<file path="src/rtl/gcq_pkg.sv">
package gcq_pkg;

	// Port and quad numbering
	localparam int          NUM_QUADS      = 14;
	localparam int          LANES_PER_QUAD = 4;
	localparam logic [3:0]  QUAD_GAP_LO    = 4'hA;
	localparam logic [3:0]  QUAD_GAP_HI    = 4'hB;

	// Symbol 4 bit positions carrying newer meanings
	localparam int          SYM4_RATE_BIT  = 2;
	localparam int          SYM4_MULTI_BIT = 6;
	localparam int          SYM4_SPEED_BIT = 7;
	localparam logic [7:0]  SYM4_NEW_MASK  = 8'hC4;

	// Amplitude boost encoding, four increasing steps
	localparam logic [1:0]  BOOST_RESET    = 2'h1;

	// Per-lane setting widths
	localparam int          DRV_W          = 5;
	localparam int          DEA_W          = 5;
	localparam int          SLEW_W         = 4;
	localparam int          LANE_W         = DRV_W + 2 + DEA_W + SLEW_W;
	localparam logic [4:0]  DRV_RESET      = 5'h10;
	localparam logic [4:0]  DEA_RESET      = 5'h00;
	localparam logic [3:0]  SLEW_RESET     = 4'h8;

	// De-emphasis levels driven to the transmitter
	localparam logic [1:0]  DEEMPH_3P5DB   = 2'h0;
	localparam logic [1:0]  DEEMPH_6DB     = 2'h1;
	localparam logic [1:0]  DEEMPH_0DB     = 2'h2;

	// Training mode state encodings
	typedef enum logic [2:0]
	{
		GCQ_NATIVE    = 3'h1,
		GCQ_RETRAIN   = 3'h2,
		GCQ_COMPAT    = 3'h4
	} gcq_mode_type;

endpackage

</file>
<file path="src/rtl/gcq_lane_mem.sv">
// Per-lane transmitter settings store, one word per lane of a quad
module gcq_lane_mem
(
	input  wire logic                        clk,       // Core clock
	input  wire logic                        rst,       // Async reset
	input  wire logic                        wr_en,     // Write strobe
	input  wire logic [1:0]                  wr_lane,   // Lane written
	input  wire logic [gcq_pkg::LANE_W-1:0]  wr_data,   // New lane settings
	output logic [4*gcq_pkg::LANE_W-1:0]     rd_data    // All lanes, registered
);

	logic [gcq_pkg::LANE_W-1:0] mem_reg  [4];
	logic [gcq_pkg::LANE_W-1:0] mem_next [4];

	// Write takes effect immediately, no link state gates it
	always_comb
	begin
		for (int i = 0; i < 4; i++)
		begin
			mem_next[i] = mem_reg[i];
			if (wr_en && (wr_lane == 2'(i)))
				mem_next[i] = wr_data;
		end
	end

	always_ff @(posedge clk or posedge rst)
	begin
		if (rst)
		begin
			for (int i = 0; i < 4; i++)
				mem_reg[i] <= {gcq_pkg::DRV_RESET, gcq_pkg::BOOST_RESET,
					gcq_pkg::DEA_RESET, gcq_pkg::SLEW_RESET};
		end
		else
		begin
			for (int i = 0; i < 4; i++)
				mem_reg[i] <= mem_next[i];
		end
	end

	// Registered read of every lane
	always_comb
	begin
		for (int i = 0; i < 4; i++)
			rd_data[i*gcq_pkg::LANE_W +: gcq_pkg::LANE_W] = mem_reg[i];
	end

endmodule // gcq_lane_mem

</file>
<file path="src/rtl/gcq_port_phy.sv">
// Notes on behaviour
// - Compatibility mode is entered only by setting the enable and then requesting a full retrain.
// - In compatibility mode symbol 4 bits 2, 6 and 7 of every sent TS1 and TS2 are cleared.
// - Clearing the enable and retraining leaves compatibility mode, restoring those bits' meanings.
// - Twelve quads numbered 0 to 13 exist, 10 and 11 absent, each serving its own port.
// - A four-lane port always uses the quad whose number equals the port number.
// - A merged eight-lane port of an even and next odd port uses both those quads.
// - Amplitude boost has four increasing settings and resets to the second.
// - Low-swing forces 0 dB de-emphasis and ignores the selectable de-emphasis bit.
// - Low-swing applies per link, all lanes of the port switch together.
// - Lane drive, boost, de-emphasis adjust and slew update at any time without retrain.
module gcq_port_phy
(
	input  wire logic                        clk,                  // Core clock
	input  wire logic                        rst,                  // Async reset
	input  wire logic [3:0]                  port_num,             // This port's number
	input  wire logic                        merged_x8,            // Port merged with odd partner
	input  wire logic                        legacy_compat_enable, // Compat enable bit
	input  wire logic                        full_retrain_request, // Full retrain pulse
	input  wire logic                        retrain_done,         // Link retrain finished pulse
	input  wire logic                        low_swing,            // Link low-swing mode
	input  wire logic                        sel_deemph_6db,       // Selectable de-emphasis
	input  wire logic                        ts_valid,             // Training set symbol valid
	input  wire logic [3:0]                  ts_sym_idx,           // Symbol index in set
	input  wire logic [7:0]                  ts_sym_in,            // Symbol from LTSSM
	input  wire logic                        lane_wr_en,           // Lane setting write
	input  wire logic [1:0]                  lane_wr_lane,         // Lane within the quad written
	input  wire logic                        lane_wr_hi_quad,      // Write to the odd quad
	input  wire logic [gcq_pkg::LANE_W-1:0]  lane_wr_data,         // Drive/boost/deemph/slew
	output logic                             ts_valid_out,         // Symbol valid to link
	output logic [7:0]                       ts_sym_out,           // Symbol to link
	output logic                             compat_active,        // Compat mode in force
	output logic                             retrain_busy,         // Retrain in progress
	output logic [gcq_pkg::NUM_QUADS-1:0]    quad_sel,             // Quads used by port
	output logic                             port_valid,           // Port number exists
	output logic [1:0]                       deemph_level,         // De-emphasis to drivers
	output logic [7:0]                       lane_low_swing,       // Low-swing per lane
	output logic [8*gcq_pkg::LANE_W-1:0]     lane_settings         // Settings, eight lanes
);

	////////////////////////////////////////////////////////////////
	// Helper functions

	// Quads 10 and 11 are not fitted
	function automatic logic quad_exists(input logic [3:0] q);
		quad_exists = (q < 4'(gcq_pkg::NUM_QUADS)) && (q != gcq_pkg::QUAD_GAP_LO)
			&& (q != gcq_pkg::QUAD_GAP_HI);
	endfunction

	function automatic logic [gcq_pkg::NUM_QUADS-1:0] quad_bit(input logic [3:0] q);
		quad_bit = quad_exists(q) ? (gcq_pkg::NUM_QUADS'(1) << q) : '0;
	endfunction

	////////////////////////////////////////////////////////////////
	// Compat mode state machine

	gcq_pkg::gcq_mode_type mode_reg, mode_next;
	logic                  target_compat_reg, target_compat_next;

	// Enable bit only sampled on a full retrain request
	always_comb
	begin
		mode_next          = mode_reg;
		target_compat_next = target_compat_reg;
		case (mode_reg)
			gcq_pkg::GCQ_NATIVE,
			gcq_pkg::GCQ_COMPAT:
			begin
				if (full_retrain_request)
				begin
					target_compat_next = legacy_compat_enable;
					mode_next          = gcq_pkg::GCQ_RETRAIN;
				end
			end
			gcq_pkg::GCQ_RETRAIN:
			begin
				if (retrain_done)
					mode_next = target_compat_reg ? gcq_pkg::GCQ_COMPAT
						: gcq_pkg::GCQ_NATIVE;
			end
			default:
				mode_next = gcq_pkg::GCQ_NATIVE;
		endcase
	end

	always_ff @(posedge clk or posedge rst)
	begin
		if (rst)
		begin
			mode_reg          <= gcq_pkg::GCQ_NATIVE;
			target_compat_reg <= 1'b0;
		end
		else
		begin
			mode_reg          <= mode_next;
			target_compat_reg <= target_compat_next;
		end
	end

	// Training sets of the retrain already use the new setting
	logic strip_bits;
	assign strip_bits    = (mode_reg == gcq_pkg::GCQ_RETRAIN) ? target_compat_reg
		: (mode_reg == gcq_pkg::GCQ_COMPAT);
	assign compat_active = (mode_reg == gcq_pkg::GCQ_COMPAT);
	assign retrain_busy  = (mode_reg == gcq_pkg::GCQ_RETRAIN);

	////////////////////////////////////////////////////////////////
	// Training set symbol filter

	logic       ts_valid_reg, ts_valid_next;
	logic [7:0] ts_sym_reg, ts_sym_next;

	// Symbol 4 newer bits cleared in compat mode and in a retrain into it, passed otherwise
	always_comb
	begin
		ts_valid_next = ts_valid;
		ts_sym_next   = ts_sym_in;
		if (ts_valid && (ts_sym_idx == 4'h4) && strip_bits)
			ts_sym_next = ts_sym_in & ~gcq_pkg::SYM4_NEW_MASK;
	end

	always_ff @(posedge clk or posedge rst)
	begin
		if (rst)
		begin
			ts_valid_reg <= 1'b0;
			ts_sym_reg   <= 8'h00;
		end
		else
		begin
			ts_valid_reg <= ts_valid_next;
			ts_sym_reg   <= ts_sym_next;
		end
	end

	assign ts_valid_out = ts_valid_reg;
	assign ts_sym_out   = ts_sym_reg;

	////////////////////////////////////////////////////////////////
	// Quad mapping and transmitter levels

	logic [3:0]                   hi_quad;
	logic [gcq_pkg::NUM_QUADS-1:0] quad_sel_next, quad_sel_reg;
	logic [1:0]                   deemph_next, deemph_reg;
	logic [7:0]                   swing_next, swing_reg;

	// Merged port pairs even quad with next odd one
	assign hi_quad = {port_num[3:1], 1'b1};

	always_comb
	begin
		quad_sel_next = quad_bit(port_num);
		if (merged_x8 && !port_num[0])
			quad_sel_next = quad_bit(port_num) | quad_bit(hi_quad);
		if (low_swing)
			deemph_next = gcq_pkg::DEEMPH_0DB;
		else
			deemph_next = sel_deemph_6db ? gcq_pkg::DEEMPH_6DB : gcq_pkg::DEEMPH_3P5DB;
		// All lanes of the link follow one bit, merged or not
		swing_next = merged_x8 ? {8{low_swing}} : {4'h0, {4{low_swing}}};
	end

	always_ff @(posedge clk or posedge rst)
	begin
		if (rst)
		begin
			quad_sel_reg <= '0;
			deemph_reg   <= gcq_pkg::DEEMPH_3P5DB;
			swing_reg    <= 8'h00;
		end
		else
		begin
			quad_sel_reg <= quad_sel_next;
			deemph_reg   <= deemph_next;
			swing_reg    <= swing_next;
		end
	end

	assign quad_sel       = quad_sel_reg;
	assign port_valid     = quad_exists(port_num);
	assign deemph_level   = deemph_reg;
	assign lane_low_swing = swing_reg;

	////////////////////////////////////////////////////////////////
	// Per-lane settings, two quads

	logic wr_lo, wr_hi;

	// No retrain gating so updates apply live
	assign wr_lo = lane_wr_en && !lane_wr_hi_quad;
	assign wr_hi = lane_wr_en && lane_wr_hi_quad && merged_x8;

	// Reset boost is the second of four steps
	gcq_lane_mem u_mem_lo
	(
		.clk     (clk),
		.rst     (rst),
		.wr_en   (wr_lo),
		.wr_lane (lane_wr_lane),
		.wr_data (lane_wr_data),
		.rd_data (lane_settings[4*gcq_pkg::LANE_W-1:0])
	);

	gcq_lane_mem u_mem_hi
	(
		.clk     (clk),
		.rst     (rst),
		.wr_en   (wr_hi),
		.wr_lane (lane_wr_lane),
		.wr_data (lane_wr_data),
		.rd_data (lane_settings[8*gcq_pkg::LANE_W-1:4*gcq_pkg::LANE_W])
	);

endmodule // gcq_port_phy

</file>
<file path="config.mk">
export PLATFORM = sky130hd
export DESIGN_NAME = gcq_port_phy
export DESIGN_NICKNAME = d
export VERILOG_FILES = /design/src/rtl/gcq_pkg.sv /design/src/rtl/gcq_lane_mem.sv /design/src/rtl/gcq_port_phy.sv
export SDC_FILE = /design/constraint.sdc
export NUM_CORES = 1
export LEC_CHECK = 0
export ABC_AREA = 0
export BUFFER_PORTS_ARGS = -buffer_cell sky130_fd_sc_hd__buf_2
export CELL_PAD_IN_SITES_DETAIL_PLACEMENT = 0
export CELL_PAD_IN_SITES_GLOBAL_PLACEMENT = 1
export CORE_ASPECT_RATIO = 0.8
export CORE_MARGIN = 4
export CORE_UTILIZATION = 36
export CTS_CLUSTER_SIZE = 12
export DETAILED_ROUTE_END_ITERATION = 16
export PLACE_DENSITY_LB_ADDON = 0.08
export SYNTH_ARGS = -nofsm -noshare
export SYNTH_HDL_FRONTEND = slang
export SYNTH_HIERARCHICAL = 1
export SYNTH_SLANG_ARGS = --single-unit
</file>
<file path="constraint.sdc">
create_clock -name clk -period 2 [get_ports clk]
set_input_delay 0.5 -clock clk [delete_from_list [all_inputs] [get_ports clk]]
set_output_delay 0.5 -clock clk [all_outputs]
set_load 0.05 [all_outputs]
</file>
Yosys cells after proc, flatten, opt, wreduce, memory -nomap -nowiden
Cells that the tools add are included.
Widths: inputs -> output; s select.
- order comparisons: 2
- equal/unequal tests: 12
- shift operators: 2
- multiplexer cells: 12
- bitwise gates (word level): 1
- reduce and logical (&&, ||, !) cells: 23
- operators with widths (kind ; count):
    $mux 14 ; 3
    $shl 1x4->14 const A ; 2
    $logic_and 1x1->1 ; 17
    $mux 8 ; 2
    $or 14x14->14 ; 1
    $mux 3 ; 3
    $lt 4x4->1 const B ; 2
    $ne 4x4->1 const B ; 2
    $pmux 3 s2 ; 1
    $eq 2x2->1 const B ; 2
    $eq 4x3->1 const B ; 1
    $ne 2x2->1 const B ; 2
    $reduce_and 2->1 ; 2
    $eq 3x1->1 const B ; 1
    $eq 3x2->1 const B ; 1
    $eq 3x3->1 const B ; 1
    $ne 3x3->1 const B ; 1
    $eq 2x1->1 const B ; 1
    $logic_not 1->1 ; 2
    $logic_not 2->1 ; 1
    $mux 1 ; 2
    $mux 2 ; 1
    $reduce_or 2->1 ; 1
- flip-flop bits (word level): 165
- bits of input ports: 45
- output and inout bits: 164
- word-level logic and storage cells: 67

Depth between registers and ports, before layout
Gate-level depths: netlist of run 1.
- depth after elaboration: 6
- depth in mapped cells: 4
- depth with buffers taken out: 3

Modules after synthesis
Netlist of run 1, hierarchy kept.
- modules (own cells, without submodules) (module ; times used ; cells each ; area each (um^2) ; sequential area each (um^2)):
    gcq_lane_mem ; 2 ; 137 ; 2429.8 ; 1616.6
    gcq_port_phy ; 1 ; 86 ; 1086.0 ; 752.0

Worst setup path before layout of run 1
OpenSTA, ideal clock, no wires.
- kind: in2reg
- from: input lane_wr_en
- to: register u_mem_lo.mem_reg, in the netlist u_mem_lo/rd_data[0]
- setup time: 0.125 ns
- data arrival time: 1.685 ns
- data required time: 1.875 ns
- setup slack: 0.190 ns
- stages: 4
- buffers on the path: 1
- cells stage by stage: nor2b_1 -> nor3b_4 -> buf_6 -> mux2_2
- cells in the longest elaborated chain, start to end: 2
- RTL lines (what ; RTL line ; source):
    from (decl) ; gcq_port_phy.sv:26 ; input wire logic lane_wr_en,
    $logic_and 1x1->1 ; gcq_port_phy.sv:190 ; assign wr_lo = lane_wr_en && !lane_wr_hi_quad;
    $logic_and 1x1->1 ; gcq_lane_mem.sv:21 ; if (wr_en && (wr_lane == 2'(i)))
    to (signal, indexed assignment) ; gcq_lane_mem.sv:31 ; mem_reg[i] <= {gcq_pkg::DRV_RESET, gcq_pkg::BOOST_RESET,
    to (signal, indexed assignment) ; gcq_lane_mem.sv:37 ; mem_reg[i] <= mem_next[i];
    to (decl) ; gcq_lane_mem.sv:12 ; logic [gcq_pkg::LANE_W-1:0] mem_reg [4];
Every way passes these cells.
A chain may end at the register's enable or synchronous reset.

Worst setup path after layout of run 1
- from: register mode_reg[2]
- to: output retrain_busy
- cells in the longest elaborated chain, start to end: 1
- RTL lines (what ; RTL line ; source):
    from (decl) ; gcq_port_phy.sv:57 ; gcq_pkg::gcq_mode_type mode_reg, mode_next;
    from (signal assigned) ; gcq_port_phy.sv:90 ; mode_reg <= gcq_pkg::GCQ_NATIVE;
    from (signal assigned) ; gcq_port_phy.sv:95 ; mode_reg <= mode_next;
    $eq 3x2->1 ; gcq_port_phy.sv:105 ; assign retrain_busy = (mode_reg == gcq_pkg::GCQ_RETRAIN);
    to (decl) ; gcq_port_phy.sv:33 ; output logic retrain_busy,
Every way passes these cells.

==> flow_summary.toml, run 1 <==
[outcome]
status = "finished clean"

[logic_synthesis]
synth_top_family_by_area = "multiplexers"
synthMuxAreaShare = 0.244
synth_simple_gate_area_frac = 0.0486
synthDistinctLibCells = 33
synth-compound-area-share = 0.0101
netlist_area_sq_um = 5950
syn_inst = 360
ys_ff_latch = 158
synth-edff-count = 0
ys.flop_type = "dfrtp_1"
synth_fa_ha_area_frac = 0
async_flop_share = 1.00
synth_xor_xnor_area_share = 0.00147
synth_area_per_cell_sq_um = 16.5
yosysWarnings = 6
ys_seq_area_frac = 0.670

[routing]
viasPerCell = 4.58
drt_wl_total_um = 15000
drc = 0
vias = 3732
wl_per_cell_um = 18.5
antenna_left = 0
drtIter0Drc = 107
drtPass1Iterations = 4

[placed_design]
dpl.hpwl_um = 10900
dp_slack_ps = 63.0
dpl-instance-area_sq_um = 7330
port_buffers = 208
placed_cells = 783
gp_congestion = 0.799

[final_layout]
n_antenna_cell = 0
multi_input_area_sq_um = 1820
layout-drive-gt1-share = 0.697
mostFrequentLayoutCell = "buf_2"
layout_common_cells = "buf_2 (206), dfrtp_1 (133), mux2_2 (128), dfstp_2 (25), clkbuf_16 (17)"
final_cell_area_sq_um = 7910
area_delta_synth_final_pct = 33.1
fin_nets = 632
fillers = 1464
final_cells = 815
register_area_sq_um = 3990

[global_routing]
grt_pass1_wl_um = 22800
antenna_found_initial = 0
grt_usage = 0.165
grt_overflow = 0
grt_max_degree = 65
grt_pass1_vias = 3879

[critical_path]
crit_slowest_cell = "dfrtp_1"
path_cells = "nand2b_1, nor2_1, clkbuf_4"
rrSetupSlack_ps = 580
worstSetupEndpointType = "output pin"
start_kind = "register"
critPathTopFamily = "flip-flops"
cp_max_fo = 6
critPathBufInv = 1
reg2reg_depth = 3
critPathRequiredTime_ps = 1500
cp.depth = 3
critPathKind = "reg2out"
startpoint = "mode_reg[2]"
slowest_delay_ps = 440
critPathArrivalTime_ps = 1400
rr_startpoint = "mode_reg[0]"

[pwr]
p_sw_uw = 4590
power_uw = 11200
p_per_area_nw_per_um2 = 1420
sw_frac_of_total = 0.408
combPwrFrac = 0.347
p_int_uw = 6650
p_seq_frac = 0.378
power.share.clock = 0.274
max-vdd-ir-drop_mv = 0.668
p_leak_uw = 0.00386

[sta]
clock-skew-final_ps = 3.01
fin_crit_sh = 0.952
fmax_ghz = 0.525
finalHoldViolCount = 0
setup_tns_ps = 0
period_needed_ps = 1900
setup_viol = 0
setup_slack_ps = 96.8
maxSlewViolCount = 0
rsz0062_at_grt = "no"

[clock_tree]
cts_root_buffer = "clkbuf_16"
cts_buffers = 17
clk_pin_slew_ps = 60
cts_tree = "built"
h-tree-depth = 4
cts_setup_buffers = 0
cts_sinks = 158
cts_buffer_depth = 2
hold_buffers = 0
clk_latency_ps = 420

[floorplanning]
ioPinCount = 209
start_util = 0.371
rows = 41
die_h_um = 123
coreArea_sq_um = 16000
die_w_um = 152
dieArea_sq_um = 18600

[run]
drv_cap = 0

[worst_hold_path]
hp-class = "in2reg"
min_from = "ts_sym_in[5]"
hold_path_depth = 1
[power by group through the flow]
stage / Sequential (uW) / Clock [uW] / Combinational [uW]
floorplan: 6480 / 0 / 760
CTS: 4260 / 3170 / 3950
global placement: 4280 / 0 / 3920
detailed placement: 4310 / 0 / 3950
global route: 4340 / 3310 / 4090
finish: 4250 / 3080 / 3900
[cell usage after synthesis, drive strengths merged, types with 2 or more instances]
cell type | n | share of area
nand2b | 5 | 0.0053
clkbuf | 2 | 0.0046
nor2b | 7 | 0.0074
nand3 | 2 | 0.0034
nor3b | 3 | 0.0076
mux2 | 129 | 0.24
nor2 | 9 | 0.0057
nor3 | 5 | 0.0042
o21ai | 2 | 0.0017
dfstp | 25 | 0.11
dfrtp | 133 | 0.56
nand3b | 5 | 0.0088
buf | 13 | 0.017
nand2 | 3 | 0.0019
inv | 5 | 0.0032
[layout make-up]
cell class	instances	area share
Timing Repair Buffer	222	0.157
Clock buffer	18	0.0555
Clock inverter	14	0.0172
Multi-Input combinational cell	183	0.230
Tap cell	215	0.0340
Inverter	5	0.00332
Sequential cell	158	0.504
[per-stage QoR]
step | hold slack (ps) | util
3_3_place_gp | 483 | 0.458
3_5_place_dp | 487 | 0.458
5_1_grt | 165 | 0.494
6_report | 188 | 0.494
4_1_cts | 175 | 0.494
2_1_floorplan | 488 | -
[per-layer routing]
metal,vias up,routed length [um],global-route usage,share of wire
met5,-,0,0,0
met4,0,243,0.0584,0.016
met3,20,1220,0.0594,0.081
met2,137,6890,0.252,0.46
met1,1869,6680,0.219,0.44
li1,1706,-,-,-
[timing repair]
item,4_1_cts,5_1_grt
endpoints found under the hold margin,0,0
endpoints found under the setup margin,0,2
gates resized for setup,0,2
[cell families after synthesis]
| family | after synthesis |
|---|---|
| compound gates | 8 |
| mux | 129 |
| other cells | 1 |
| flops | 158 |
| buf+inv | 20 |
| xor+xnor | 1 |
| simple gates | 43 |
[final timing paths]
kind / to
worst min register to register: u_mem_hi/rd_data[28]
worst max register to register: ts_sym_out[2]
max in group asynchronous: u_mem_lo/rd_data[25]
worst max-delay path: retrain_busy
worst min-delay path: ts_sym_out[5]
min in group asynchronous: mode_reg[2]
(Power assumes the default switching activity.)
==> inputs of run 2 (changes only) <==
- MAX_ROUTING_LAYER: unset -> met4
- clock period: 2 -> 1.6 ns (I/O delays scaled with it)
==> run 2 against run 1 <==
The run now ends with negative setup slack left. Sequential power up 25%. Global-route usage rose by 0.74 points. Combinational power increased by 31%. Register-to-register slack got worse by 500 ps. First-iteration DRC count is 19% higher. Die area unchanged. Non-clock buffer count up 16.
==> flow_summary.toml, run 2 (synthesis gave the netlist of run 1 again) <==
[outcome]
status = "complete, but fails checks"
failed_checks = "negative setup slack"

[routing]
drtPass1Iterations = 4
wl_per_cell_um = 18.2
antenna_left = 0
drt_wl_total_um = 15100
vias = 3792
drtIter0Drc = 127
drc = 0
viasPerCell = 4.56

[final_layout]
final_util = 0.513
fillers = 1424
layout_common_cells = "buf_2 (182), dfrtp_1 (132), mux2_2 (128), buf_4 (39), dfstp_2 (25)"
n_antenna_cell = 0
layout-drive-gt1-share = 0.706
multi_input_area_sq_um = 1860
mostFrequentLayoutCell = "buf_2"
register_area_sq_um = 3990
final_cell_area_sq_um = 8210
fin_nets = 648
area_delta_synth_final_pct = 38.2
final_cells = 831

[pwr]
p_sw_uw = 5640
p_int_uw = 8740
p_seq_frac = 0.370
p_leak_uw = 0.00401
power.share.clock = 0.273
p_per_area_nw_per_um2 = 1750
power_uw = 14400
max-vdd-ir-drop_mv = 0.846
sw_frac_of_total = 0.392
combPwrFrac = 0.356

[floorplanning]
die_h_um = 123
ioPinCount = 209
rows = 41
start_util = 0.371
dieArea_sq_um = 18600
coreArea_sq_um = 16000
die_w_um = 152

[global_routing]
grt_usage = 0.172
grt_pass1_vias = 3995
grt_max_degree = 36
grt_pass1_wl_um = 23200
antenna_found_initial = 0
grt_overflow = 0

[placed_design]
gp_congestion = 0.783
dpl.hpwl_um = 11100
port_buffers = 208
placed_cells = 791
dpl-instance-area_sq_um = 7470

[critical_path]
critPathBufInv = 1
critPathTopFamily = "flip-flops"
crit_slowest_cell = "dfrtp_2"
path_cells = "nand2b_4, nor2_2, buf_6"
start_kind = "register"
worstSetupEndpointType = "output pin"
cp_max_fo = 3
slowest_delay_ps = 430
critPathArrivalTime_ps = 1250
critPathRequiredTime_ps = 1200
critPathKind = "reg2out"

[worst_hold_path]
hp-class = "in2reg"

[sta]
setup_tns_ps = -71.2
setup_slack_ps = -48.0
period_needed_ps = 1650
fin_crit_sh = 1.03
clock-skew-final_ps = 1.21
rsz0062_at_grt = "yes"
fmax_ghz = 0.607
finalHoldViolCount = 0
setup_viol = 2
maxSlewViolCount = 0

[clock_tree]
cts_root_buffer = "clkbuf_16"
cts_sinks = 158
clk_pin_slew_ps = 60
cts_buffers = 17
cts_buffer_depth = 2
clk_latency_ps = 410
h-tree-depth = 4
cts_tree = "built"

[run]
drv_cap = 0
run 2: changes by cell type in the layout (fill, tap and decap cells not counted), moves of 3 or more:
cell | previous run | this run
buf_12 | 7 | 12
buf_2 | 206 | 182
buf_4 | 7 | 39
buf_6 | 0 | 3
clkbuf_1 | 0 | 6
clkinv_4 | 4 | 0
clkinvlp_4 | 7 | 4
run 2: worst paths after layout:
kind / start / to / slack [ps] / cells past startpoint
max: mode_reg[2] / retrain_busy / -50 / 3
min: ts_sym_in[0] / ts_sym_out[0] / 90 / 1
max reg2reg: mode_reg[0] / ts_sym_out[7] / 80 / 4
min reg2reg: u_mem_lo/rd_data[27] / u_mem_lo/rd_data[27] / 500 / 1
max in group asynchronous: rst / u_mem_hi/rd_data[9] / 460 / 4
min in group asynchronous: rst / ts_sym_out[1] / 570 / 3
run 2: per-stage QoR:
stage          hold slack [ps]  worst slack, ps
4_1_cts                   61.2            -76.3
2_1_floorplan              431             11.2
3_3_place_gp               433            -72.8
5_1_grt                   64.2            -97.5
3_5_place_dp               439             -115
6_report                  88.2            -48.0
run 2: final cells by class:
cell class / instances / area share
flip-flops and latches: 158 / 0.485
well taps: 215 / 0.0327
clock inverters: 6 / 0.0104
inverters: 5 / 0.00320
repair buffers: 238 / 0.183
clock buffers: 26 / 0.0596
multi-input cells: 183 / 0.226
run 2: per-layer routing:
layer	share of wire	wire, um	global-route usage
met1	0.43	6450	0.215
met2	0.49	7330	0.270
met3	0.079	1200	0.0630
met4	0.0070	106	0.0438
met5	0	0	-
run 2: power by group through the flow:
| stage | sequential [uW] | clock [uW] | combinational, uW |
|---|---|---|---|
| 5_1_grt | 5430 | 4210 | 5360 |
| 6_report | 5330 | 3930 | 5120 |
| 2_1_floorplan | 8100 | 0 | 956 |
| 3_5_place_dp | 5390 | 0 | 4960 |
| 3_3_place_gp | 5360 | 0 | 4930 |
| 4_1_cts | 5330 | 4030 | 5150 |
run 2: timing repair:
action                     4_1_cts  5_1_grt
gates resized for setup         31        5
pin swaps                        0        2
hold buffers                     1        0
hold endpoints to repair         7        0
setup endpoints to repair       26        7
buffers inserted                 5        2
==> inputs of run 3 (changes only) <==
- BUFFER_PORTS_ARGS: -buffer_cell sky130_fd_sc_hd__buf_2 -> unset
- CORE_UTILIZATION: 36 -> 45
- DONT_BUFFER_PORTS: unset -> 1
- clock period: 1.6 -> 1.3 ns (I/O delays scaled with it)
==> run 3 against run 2 <==
The flow still finishes with violations (negative setup slack). Flip-flop and latch count unchanged. Critical endpoint unchanged. Largest cell class unchanged. Largest power group unchanged. Clock power up 19%. Combinational power is 66% lower.
==> flow_summary.toml, run 3 (synthesis gave the netlist of run 1 again) <==
[outcome]
status = "complete, but fails checks"
failed_checks = "negative setup slack"

[final_layout]
area_delta_synth_final_pct = 25.1
layout-drive-gt1-share = 0.863
final_cell_area_sq_um = 7440
mostFrequentLayoutCell = "dfrtp_2"
final_util = 0.576
final_cells = 599
layout_common_cells = "dfrtp_2 (131), mux2_2 (118), dfstp_2 (22), clkbuf_16 (17), buf_4 (17)"
n_antenna_cell = 0
fin_nets = 456

[worst_hold_path]
min_from = "legacy_compat_enable"
hp-class = "in2reg"
hold_path_depth = 1

[clock_tree]
cts_sinks = 158
h-tree-depth = 4
cts_root_buffer = "clkbuf_16"
cts_buffer_depth = 2
clk_latency_ps = 400
cts_buffers = 17
clk_pin_slew_ps = 60
cts_tree = "built"

[pwr]
sw_frac_of_total = 0.402
p_int_uw = 10000
p_seq_frac = 0.620
power.share.clock = 0.278
combPwrFrac = 0.102
p_sw_uw = 6740
p_per_area_nw_per_um2 = 2250
max-vdd-ir-drop_mv = 1.36
p_leak_uw = 0.00305

[run]
drv_cap = 0

[routing]
viasPerCell = 5.25
drtIter0Drc = 98
drtPass1Iterations = 4
wl_per_cell_um = 23.9
vias = 3147
antenna_left = 0
drc = 0
drt_wl_total_um = 14300

[critical_path]
slowest_delay_ps = 420
reg2reg_depth = 5
start_kind = "register"
crit_slowest_cell = "dfrtp_2"
path_cells = "nand2b_4, nor2_4, buf_12"
critPathTopFamily = "flip-flops"
cp_max_fo = 3
critPathKind = "reg2out"
critPathBufInv = 1
rr_startpoint = "mode_reg[0]"
critPathArrivalTime_ps = 1220
cp.depth = 3
startpoint = "mode_reg[2]"
worstSetupEndpointType = "output pin"
critPathRequiredTime_ps = 980

[global_routing]
antenna_found_initial = 0
grt_max_degree = 35
grt_overflow = 0
grt_pass1_wl_um = 21500
grt_pass1_vias = 3453
grt_usage = 0.197

[sta]
rsz0062_at_grt = "yes"
fin_hold_ws_ps = 53.7
setup_tns_ps = -4650
fmax_ghz = 0.646
finalHoldViolCount = 0
clock-skew-final_ps = 2.29
setup_viol = 38
fin_crit_sh = 1.19
maxSlewViolCount = 0
period_needed_ps = 1550
setup_slack_ps = -249

[floorplanning]
coreArea_sq_um = 12900
die_w_um = 137
die_h_um = 111
rows = 37
start_util = 0.460
ioPinCount = 209
dieArea_sq_um = 15100

[placed_design]
dpl-instance-area_sq_um = 6470
gp_congestion = 0.798
placed_cells = 547
dpl.hpwl_um = 10000
port_buffers = 0
[run 3: cell type report]
cell class / instances / area, sq um
clock buffer: 22 / 474
clock inverter: 10 / 90.1
fill: 986 / 5480
inverter: 5 / 26.3
multi-input combinational: 183 / 1920
sequential: 158 / 4160
tap: 175 / 219
timing repair buffer: 46 / 554
[run 3: power groups by stage]
stage	clock, uW	sequential [uW]	combinational, uW
finish	4660	10400	1720
CTS	4780	10400	1630
global route	5030	10500	1870
global placement	0	10300	1450
floorplan	0	9980	1230
detailed placement	0	10300	1510
[run 3: per-stage QoR]
step | worst slack (ps) | power [uW]
after floorplan | -185 | 11200
after global placement | -106 | 11800
after detailed placement | -133 | 11800
after CTS | -286 | 16800
after global routing | -295 | 17400
final | -249 | 16800
[run 3: what timing repair did]
item	in CTS	in global routing
hold buffers	13	0
setup buffers	4	4
endpoints found under the hold margin	147	0
pin swaps	2	3
resized for setup	132	9
endpoints found under the setup margin	167	53
[run 3: path summary, 6_finish.rpt]
check	endpoint	slack (ps)
worst min register to register	target_compat_reg	540
max in group asynchronous	u_mem_lo/rd_data[51]	300
worst min-delay path	target_compat_reg	50
worst max-delay path	retrain_busy	-250
min in group asynchronous	u_mem_lo/rd_data[27]	550
worst max register to register	target_compat_reg	-170
[run 3: layer usage]
metal / part of all wire / up-vias / track usage
met4: 0.0076 / 0 / 0.0383
met1: 0.40 / 1630 / 0.234
li1: - / 1366 / -
met5: 0 / - / -
met2: 0.48 / 144 / 0.305
met3: 0.12 / 7 / 0.0971
